## src/page_xlate_params.svh

```systemverilog
`ifndef PAGE_XLATE_PARAMS_SVH
`define PAGE_XLATE_PARAMS_SVH

// reference clock and processor phase timing
`define REF_CLK_NS     25
`define PHASE_NS       75
`define PHASE_CYC      ((`PHASE_NS + `REF_CLK_NS - 1) / `REF_CLK_NS)

// address map boundaries
`define PHYS_BASE      26'h2000000
`define SLAVE_BASE     26'h2400000
`define PHYS_UNDEF     26'h2800000
`define IO_BASE        26'h3000000
`define SHARED_BASE    26'h3400000
`define XLATE_WR_BASE  26'h3800000

// field positions
`define PAGE_LSB       15
`define WORD_LSB       2
`define XW_BANK_BIT    7
`define XW_PROT_LSB    8
`define XW_LPN_LSB     13

// reset values
`define PPN_RESET      7'h00
`define ROW_RESET      10'h000

`endif

```

## src/page_xlate_pkg.sv

```systemverilog
package page_xlate_pkg;

   // one processor request, latched at the end of the announcing cycle
   typedef struct packed {
      logic        valid;
      logic [25:0] addr;
      logic        rw;
      logic        user;
      logic        os;
   } cpu_req_s;

   // one translation entry, indexed by its physical page
   typedef struct packed {
      logic [9:0] lpn;
      logic [1:0] prot;
   } xlate_entry_s;

   typedef struct packed {
      logic [127:0] valid;
   } cam_state_s;

   typedef struct packed {
      logic [2:0]  cnt;
      logic        ph1;
      logic        ph2;
      logic        strap_done;
      logic        is_master;
      cpu_req_s    req;
      logic        vote;
      logic        go;
      logic        abort;
      logic        ras_n;
      logic        cas_n;
      logic        we_n;
      logic [9:0]  dram_addr;
      logic [9:0]  open_row;
      logic [9:0]  acc_col;
   } mgr_state_s;

endpackage

```

## src/dual_page_translator.sv

```systemverilog
`timescale 1ns/100ps
`include "page_xlate_params.svh"

// Notes on behaviour
// - master serves physical pages 0..127, slave serves 128..255
// - bank choice is fixed on the first clock after reset release from the byte/word input
// - each page spans 32 kbytes; each manager drives 4 Mbytes
// - master pages start at 0x2000000, slave pages at 0x2400000
// - physical region accesses allowed in supervisor mode only
// - bottom 32 Mbytes are logical pages translated with three protection levels
// - logical access reaches memory only with mapping and enough privilege
// - missing mapping or privilege votes abort and starts no memory cycle
// - translation entries start undefined and are writable in supervisor mode only
// - translator writes use address bus; bit 7 picks master or slave
// - combined abort needs both translators voting abort
// - abort for illegal mode access, valid before phase one ends
// - manager is write only; reads in shared region go elsewhere
// - manager generates phase one and phase two processor clocks
// - page mode cycles keep the row open for same-row accesses
// - byte/word sampled at reset release: high master, low slave
module dual_page_translator #(
   parameter int BANK_PAGES = 128,
   parameter int LPN_W      = 10,
   parameter int ROW_W      = 10
) (
   input  wire logic        i_ref_clk,
   input  wire logic        i_rst_b,
   input  wire logic        i_byte_word,
   input  wire logic [25:0] i_addr,
   input  wire logic        i_read_write,
   input  wire logic        i_memory_request_n,
   input  wire logic        i_translate_n,
   input  wire logic        i_os_mode,
   input  wire logic        i_partner_vote,
   output logic             o_phase_one_clock,
   output logic             o_phase_two_clock,
   output logic             o_abort_vote,
   output logic             o_abort,
   output logic             o_is_master,
   output logic             o_ras_n,
   output logic             o_cas_n,
   output logic             o_dram_we_n,
   output logic [9:0]       o_dram_addr
);

   // counter steps per phase, and the last step of one processor cycle
   localparam logic [2:0] PH_LEN  = 3'(`PHASE_CYC);
   localparam logic [2:0] CYC_END = 3'(2 * `PHASE_CYC - 1);

   if (BANK_PAGES != 128 || LPN_W != 10 || ROW_W != 10 || `PHASE_CYC > 4) begin : g_check
      $error("dual_page_translator needs 128 pages, 10-bit pages and rows, short phases");
   end

   // whole manager state, then decode and translation results
   page_xlate_pkg::mgr_state_s s;
   page_xlate_pkg::mgr_state_s nxt;
   logic [25:0]                a;
   logic                       is_log;
   logic                       is_phys;
   logic                       is_undef;
   logic                       is_shared;
   logic                       own_bank;
   logic                       xw_en;
   logic                       hit;
   logic                       allowed;
   logic [6:0]                 hit_ppn;
   logic [19:0]                word_addr;

   // region decode of the latched request
   always_comb begin
      a         = s.req.addr;
      is_log    = a < `PHYS_BASE;
      is_phys   = (a >= `PHYS_BASE) && (a < `IO_BASE);
      is_undef  = a >= `PHYS_UNDEF;
      is_shared = a >= `SHARED_BASE;
      own_bank  = (a < `SLAVE_BASE) == s.is_master;
      xw_en     = (s.cnt == 3'h0) && s.req.valid && is_shared && s.req.rw
                  && !s.req.user && (a >= `XLATE_WR_BASE)
                  && (a[`XW_BANK_BIT] == !s.is_master);
   end

   // this manager's translator bank, indexed by physical page
   page_xlate_cam #(
      .PAGES (BANK_PAGES),
      .LPN_W (LPN_W)
   ) u_cam (
      .i_ref_clk (i_ref_clk),
      .i_rst_b   (i_rst_b),
      .i_wr_en   (xw_en),
      .i_wr_ppn  (a[6:0]),
      .i_wr_lpn  (a[`XW_LPN_LSB +: 10]),
      .i_wr_prot (a[`XW_PROT_LSB +: 2]),
      .i_lpn     (a[`PAGE_LSB +: 10]),
      .i_rw      (s.req.rw),
      .i_user    (s.req.user),
      .i_os      (s.req.os),
      .o_hit     (hit),
      .o_allowed (allowed),
      .o_ppn     (hit_ppn)
   );

   // 32 kbyte page, word offset inside it; bank-local word address
   assign word_addr = {(is_log ? hit_ppn : a[21:15]), a[14:`WORD_LSB]};

   // whole processor cycle sequencing; one ref clock per counter step
   always_comb begin
      nxt     = s;
      nxt.cnt = (s.cnt == CYC_END) ? 3'h0 : s.cnt + 3'h1;
      nxt.ph1 = nxt.cnt < PH_LEN;
      nxt.ph2 = nxt.cnt >= PH_LEN;
      // strap caught on the first edge after release, never under reset
      if (!s.strap_done) begin
         nxt.strap_done = 1'b1;
         nxt.is_master  = i_byte_word;
      end
      // end of phase two: take next request, close the previous transfer
      if (s.cnt == CYC_END) begin
         nxt.req.valid = !i_memory_request_n && s.strap_done;
         nxt.req.addr  = i_addr;
         nxt.req.rw    = i_read_write;
         nxt.req.user  = !i_translate_n;
         nxt.req.os    = i_os_mode;
         nxt.cas_n     = 1'b1;
         nxt.we_n      = 1'b1;
         nxt.abort     = 1'b0;
         nxt.go        = 1'b0;
      end
      // translate and vote
      if (s.cnt == 3'h0) begin
         nxt.vote = 1'b0;
         nxt.go   = 1'b0;
         if (s.req.valid) begin
            if (is_log) begin
               nxt.vote = !(hit && allowed);
               nxt.go   = hit && allowed;
            end else if (is_phys) begin
               nxt.vote = s.req.user;
               nxt.go   = !s.req.user && own_bank && !is_undef;
            end else if (is_shared) begin
               nxt.vote = s.req.rw && s.req.user;
            end
         end
         nxt.acc_col = word_addr[9:0];
         // page mode: keep the row when it is already open
         if (nxt.go && (s.ras_n || s.open_row != word_addr[19:10])) begin
            nxt.ras_n    = 1'b1;
            nxt.open_row = word_addr[19:10];
         end
      end
      // combine with the partner and open the row if needed
      if (s.cnt == 3'h1) begin
         nxt.abort = s.vote && i_partner_vote;
         if (s.go && s.ras_n) begin
            nxt.ras_n     = 1'b0;
            nxt.dram_addr = s.open_row;
         end
      end
      // column strobe, only once no abort can stand against it
      if (s.cnt == 3'h2 && s.go) begin
         nxt.dram_addr = s.acc_col;
         nxt.cas_n     = 1'b0;
         nxt.we_n      = !s.req.rw;
      end
   end

   always_ff @(posedge i_ref_clk or negedge i_rst_b) begin
      if (!i_rst_b) begin
         // start on the last step so the first phase one after reset is full width
         s           <= '0;
         s.cnt       <= CYC_END;
         s.ras_n     <= 1'b1;
         s.cas_n     <= 1'b1;
         s.we_n      <= 1'b1;
         s.open_row  <= `ROW_RESET;
         s.dram_addr <= `ROW_RESET;
      end else begin
         s <= nxt;
      end
   end

   // outputs straight from the state register
   assign o_phase_one_clock = s.ph1;
   assign o_phase_two_clock = s.ph2;
   assign o_abort_vote      = s.vote;
   assign o_abort           = s.abort;
   assign o_is_master       = s.is_master;
   assign o_ras_n           = s.ras_n;
   assign o_cas_n           = s.cas_n;
   assign o_dram_we_n       = s.we_n;
   assign o_dram_addr       = s.dram_addr;
endmodule

```

## src/page_xlate_cam.sv

```systemverilog
`timescale 1ns/100ps
`include "page_xlate_params.svh"

module page_xlate_cam #(
   parameter int PAGES = 128,
   parameter int LPN_W = 10
) (
   input  wire logic             i_ref_clk,
   input  wire logic             i_rst_b,
   input  wire logic             i_wr_en,
   input  wire logic [6:0]       i_wr_ppn,
   input  wire logic [LPN_W-1:0] i_wr_lpn,
   input  wire logic [1:0]       i_wr_prot,
   input  wire logic [LPN_W-1:0] i_lpn,
   input  wire logic             i_rw,
   input  wire logic             i_user,
   input  wire logic             i_os,
   output logic                  o_hit,
   output logic                  o_allowed,
   output logic [6:0]            o_ppn
);

   if (PAGES != 128 || LPN_W != 10) begin : g_check
      $error("page_xlate_cam serves exactly 128 pages of 10-bit logical numbers");
   end

   page_xlate_pkg::cam_state_s   st_ff;
   page_xlate_pkg::cam_state_s   nxt_st;
   page_xlate_pkg::xlate_entry_s table_q [PAGES];
   logic [PAGES-1:0]             match;
   logic [1:0]                   hit_prot;

   // contents stay unset until software writes them; only the valid bits reset
   always_ff @(posedge i_ref_clk) begin
      if (i_wr_en) begin
         table_q[i_wr_ppn] <= '{lpn: i_wr_lpn, prot: i_wr_prot};
      end
   end

   always_comb begin
      nxt_st = st_ff;
      if (i_wr_en) begin
         nxt_st.valid[i_wr_ppn] = 1'b1;
      end
   end

   always_ff @(posedge i_ref_clk or negedge i_rst_b) begin
      if (!i_rst_b) begin
         st_ff <= '0;
      end else begin
         st_ff <= nxt_st;
      end
   end

   // one comparator per physical page
   for (genvar g = 0; g < PAGES; g++) begin : g_match
      assign match[g] = st_ff.valid[g] && (table_q[g].lpn == i_lpn);
   end

   // software keeps each logical page unique, so the lowest hit is the only one
   always_comb begin
      o_hit    = 1'b0;
      o_ppn    = `PPN_RESET;
      hit_prot = 2'b11;
      for (int i = PAGES - 1; i >= 0; i--) begin
         if (match[i]) begin
            o_hit    = 1'b1;
            o_ppn    = 7'(i);
            hit_prot = table_q[i].prot;
         end
      end
   end

   // three privilege levels: supervisor, os, user
   always_comb begin
      if (!i_user) begin
         o_allowed = 1'b1;
      end else if (i_os) begin
         o_allowed = !hit_prot[1] || !i_rw;
      end else begin
         o_allowed = (hit_prot == 2'b00) || (hit_prot == 2'b01 && !i_rw);
      end
   end

endmodule

```

## config.mk

```make
export PLATFORM = sky130hd
export DESIGN_NAME = dual_page_translator
export DESIGN_NICKNAME = d
export VERILOG_FILES = /design/src/page_xlate_pkg.sv /design/src/dual_page_translator.sv /design/src/page_xlate_cam.sv
export VERILOG_INCLUDE_DIRS = /design/src
export SDC_FILE = /design/constraint.sdc
export NUM_CORES = 2
export LEC_CHECK = 0
export ABC_AREA = 0
export BUFFER_PORTS_ARGS = -buffer_cell sky130_fd_sc_hd__buf_2
export CORE_MARGIN = 2
export CORE_UTILIZATION = 40
export CTS_CLUSTER_SIZE = 25
export DETAILED_ROUTE_END_ITERATION = 8
export GPL_TIMING_DRIVEN = 1
export PLACE_DENSITY = 0.61
export SYNTH_ARGS = -nofsm -noshare
export SYNTH_HDL_FRONTEND = slang
export SYNTH_SLANG_ARGS = --single-unit
```

## constraint.sdc

```tcl
create_clock -name i_ref_clk -period 15.8 [get_ports i_ref_clk]
set_clock_uncertainty 0.2 [all_clocks]
set_input_delay 0 -clock i_ref_clk [delete_from_list [all_inputs] [get_ports i_ref_clk]]
set_output_delay 0 -clock i_ref_clk [all_outputs]
set_load 0.05 [all_outputs]
```

==> impl_metrics.csv <==
group,metric,value,unit
global_route,gr-total-overflow,0,
placement,gp_routability_congestion,0.862,
clock_network,cts-htree-levels,4,
floorplan,coreArea,190000,µm²
power,power-per-cell-area,115,nW/µm²
routing,detailed_route_vias_per_instance,5.43,
worst_setup_path,timing.rr.start,"a[15]",
logic_synthesis,synth_sequential_area_ratio,66.8,%
logic_synthesis,yosys.area.top_type_share,60.2,%
timing,hold_violations,0,
worst_setup_path,worst_setup_path_start_kind,"flop",
global_route,track_usage,19.7,%
timing,final_min_period_over_clock_period,45.6,%
floorplan,floorplan.die_area,195000,µm²
worst_setup_path,crit_arrival,7.71,ns
routing,wl,194,mm
timing,maxSlewViolCount,0,
power,total_switching_power,2.18,mW
routing,via_count_of_the_routed_design,44359,
logic_synthesis,postSynthNetCount,5349,
logic_synthesis,postSynth.asyncResetShare,11.6,%
timing,totalNegativeSetupSlack,0,ns
worst_setup_path,timing_worst_setup_path_type,"flop to flop",
floorplan,floorplan.die.height,442,µm
routing,initialDrtViolationCount,3883,
clock_network,num_cts_buffers,176,
finish,finalNetCount,5532,
placement,postPlaceCellArea,79000,µm²
worst_setup_path,crit_path_end_kind,"flop",
logic_synthesis,synthesis.yosys.warnings,0,
power,internal_power,7.67,mW
timing,fin_worst_hold_slack,0.264,ns
logic_synthesis,netlist-cell-type-count,95,
clock_network,ctsLongestPathBuffers,3,
logic_synthesis,synth-simple-area-share,11.8,%
clock_network,clock_latency,0.83,ns
power,share_comb_of_total_power,4.9,%
worst_setup_path,path_max_fanout,34,
logic_synthesis,post_synth_mux_area_share,1.13,%
job,max_cap_violations,0,
global_route,first_pass_grt_wire_length,289,mm
logic_synthesis,ys_top_cells_by_area,"sky130_fd_sc_hd__edfxtp_1, sky130_fd_sc_hd__xnor2_1, sky130_fd_sc_hd__dfrtp_1",
timing,maxClockFrequency,0.139,GHz
global_route,antenna_violations_before_repair,3,
routing,drc_errors,0,
timing,fin_crit,7.20,ns
timing,slew_at_the_pin_closest_to_its_max_slew_limit,1.25,ns
worst_setup_path,rrSetupSlack,8.60,ns
floorplan,design.portCount,52,
worst_setup_path,timing.rr.end,"s[17]",
logic_synthesis,syn-cell-area,76600,µm²
timing,setup_ws,8.60,ns
clock_network,tritoncts,"built",
placement,place_hpwl,112,mm
power,max_ir_drop_vdd,96.1,µV
logic_synthesis,ys_seq_elements,1737,
worst_hold_path,hp-class,"flop to flop",
clock_network,cts_num_sinks,1737,
worst_setup_path,timing.critical_path.required,16.31,ns
power,power_frac_clock,43.7,%
worst_hold_path,hold-path-endpoint,"u_cam.st_ff[42]",
clock_network,post_cts_resized,0,
power,power.share.sequential,51.4,%
timing,setup_viol,0,
logic_synthesis,synthXorXnorAreaFrac,14.8,%
logic_synthesis,synth_compound_area_share,2.88,%
logic_synthesis,synth-adder-area-share,0,%
finish,design_area,85700,µm²
power,static-leakage-power,27.0,nW
routing,drt_first_pass_iters,6,
worst_setup_path,rr_worst_depth,15,
power,netSwitchingFraction,22.2,%
logic_synthesis,synth_largest_area_cell,"sky130_fd_sc_hd__edfxtp_1",
finish,layout-drive-gt1-share,11.2,%
worst_hold_path,hold_wc_startpoint,"u_cam.st_ff[42]",
clock_network,root_buffer,"sky130_fd_sc_hd__clkbuf_16",
logic_synthesis,instance_count_of_the_mapped_netlist,5315,
logic_synthesis,most_instantiated_flip_flop_cell_in_the_synthesis_netlist,"sky130_fd_sc_hd__edfxtp_1",
floorplan,die_w,442,µm
global_route,grt_max_degree,107,
placement,io_buffer_count,51,
finish,area_delta_synth_final,11.9,%
floorplan,initial_utilization,40.3,%
timing,max-slew-margin-rel,16.5,%
logic_synthesis,combinational_family_with_the_most_area_after_synthesis,"XOR/XNOR gates",
global_route,number_of_global_route_vias_before_repair,44149,
clock_network,clkSlewWorstSetupHoldPaths,0.06,ns
status,status,"complete, no violations",
routing,wl_per_cell,23.8,µm
logic_synthesis,synthesis.area_per_instance,14.4,µm²
timing,grt_setup_unrepaired,"no",
floorplan,row_count,160,
worst_hold_path,worst_hold_path.num_cells,1,
placement,dp_slack,8.76,ns
power,p_total,9.86,mW
routing,antenna_violating_nets_post_route,0,
logic_synthesis,synth_enable_flop_cells,1536,
-- synthesized netlist by cell type, types with 57 or more instances --
library cell	number
sky130_fd_sc_hd__or3_1	60
sky130_fd_sc_hd__nor4_1	57
sky130_fd_sc_hd__xnor2_1	1237
sky130_fd_sc_hd__nor3_1	195
sky130_fd_sc_hd__nand2_1	150
sky130_fd_sc_hd__nand3_1	198
sky130_fd_sc_hd__inv_1	58
sky130_fd_sc_hd__nand4_1	373
sky130_fd_sc_hd__a21oi_1	73
sky130_fd_sc_hd__dfrtp_1	196
sky130_fd_sc_hd__edfxtp_1	1536
sky130_fd_sc_hd__buf_6	75
sky130_fd_sc_hd__buf_4	65
sky130_fd_sc_hd__or2_2	139
sky130_fd_sc_hd__nor2_1	278
-- worst max-delay path, stage by stage (launching register included) --
cell,delay [ns]
sky130_fd_sc_hd__dfrtp_4,0.81
sky130_fd_sc_hd__buf_4,0.52
sky130_fd_sc_hd__buf_4,0.53
sky130_fd_sc_hd__buf_4,0.57
sky130_fd_sc_hd__xor2_1,0.16
sky130_fd_sc_hd__or4_1,0.56
sky130_fd_sc_hd__nor4b_1,0.85
sky130_fd_sc_hd__nor4_2,0.17
sky130_fd_sc_hd__a21oi_1,0.21
sky130_fd_sc_hd__o211ai_1,0.17
sky130_fd_sc_hd__a21boi_0,0.73
sky130_fd_sc_hd__o22ai_1,0.29
sky130_fd_sc_hd__mux2i_1,0.19
sky130_fd_sc_hd__and3_1,0.19
sky130_fd_sc_hd__a311oi_4,0.50
sky130_fd_sc_hd__mux2_4,0.34
-- kinds of logic after synthesis --
| logic type | Yosys count |
|---|---|
| other | 1 |
| muxes | 78 |
| and+or+nand+nor | 1644 |
| DFF | 1737 |
| AOI/OAI and AO/OA | 317 |
| xor gates and xnor gates | 1288 |
| buffers and inverters | 250 |
-- worst max path at each step --
stage | from | to | slack (ns) | cells after the start
6_report | a[15] | s[17] | 8.60 | 15
5_1_grt | a[15] | s[17] | 8.33 | 15
3_3_place_gp | a[15] | s[10] | 8.81 | 15
3_5_place_dp | a[15] | s[11] | 8.76 | 15
4_1_cts | a[15] | s[17] | 8.71 | 15
2_1_floorplan | a[16] | s[11] | 10.01 | 18
-- metal layers --
metal | GRT usage (%) | vias up | wire length (µm)
li1 | - | 20079 | -
met1 | 27.0 | 22678 | 85100
met2 | 32.7 | 1286 | 93700
met3 | 3.12 | 312 | 10700
met4 | 5.29 | 4 | 4630
met5 | 0 | - | 28
-- through the flow --
| step | utilization, % | cells |
|---|---|---|
| after detailed placement | 41.5 | 7764 |
| after floorplan | - | 5315 |
| after global routing | 45.0 | 8163 |
| after global placement | 41.5 | 7764 |
| final | 45.0 | 8164 |
| after CTS | 45.0 | 8163 |
-- final cells by class --
| cell class | count | area [µm²] |
|---|---|---|
| Sequential cell | 1737 | 51200 |
| Antenna cell | 1 | 2.50 |
| Multi-Input combinational cell | 3328 | 23500 |
| Clock inverter | 80 | 1050 |
| Fill cell | 16731 | 105000 |
| Clock buffer | 252 | 4920 |
| Timing Repair Buffer | 197 | 1630 |
| Inverter | 58 | 218 |
| Tap cell | 2511 | 3140 |
-- power by group through the flow --
stage                     registers [mW]  logic (mW)  clock network [mW]
final                               5.07       0.479                4.31
after global routing                5.07       0.516                4.55
after CTS                           5.07       0.483                4.37
after detailed placement            5.16       0.466                   0
after global placement              5.16       0.463                   0
after floorplan                     5.15       0.334                   0
-- layout by cell type, fill, tap and decap left out, drive strengths merged, types with 141 or more instances in the layout --
| cell | Yosys | final |
|---|---|---|
| clkbuf | 28 | 252 |
| dfrtp | 196 | 196 |
| edfxtp | 1536 | 1536 |
| nand2 | 150 | 150 |
| nand3 | 198 | 198 |
| nand4 | 374 | 374 |
| nor2 | 278 | 278 |
| nor3 | 198 | 198 |
| or2 | 141 | 141 |
| xnor2 | 1244 | 1244 |
-- flip-flops by register name (all words and copies together) (netlist names), 10 cells and up --
name / cells
a: 26
o_dram_addr: 10
s: 29
u_cam.st_ff: 128
u_cam.table_q: 1536
-- what timing repair did --
action / 4_1_cts / 5_1_grt
endpoints found under the hold margin: 133 / 0
setup buffers: 0 / 0
hold buffers: 67 / 0
setup endpoints to repair: 0 / 0
Power figures use the tool's default switching activity.
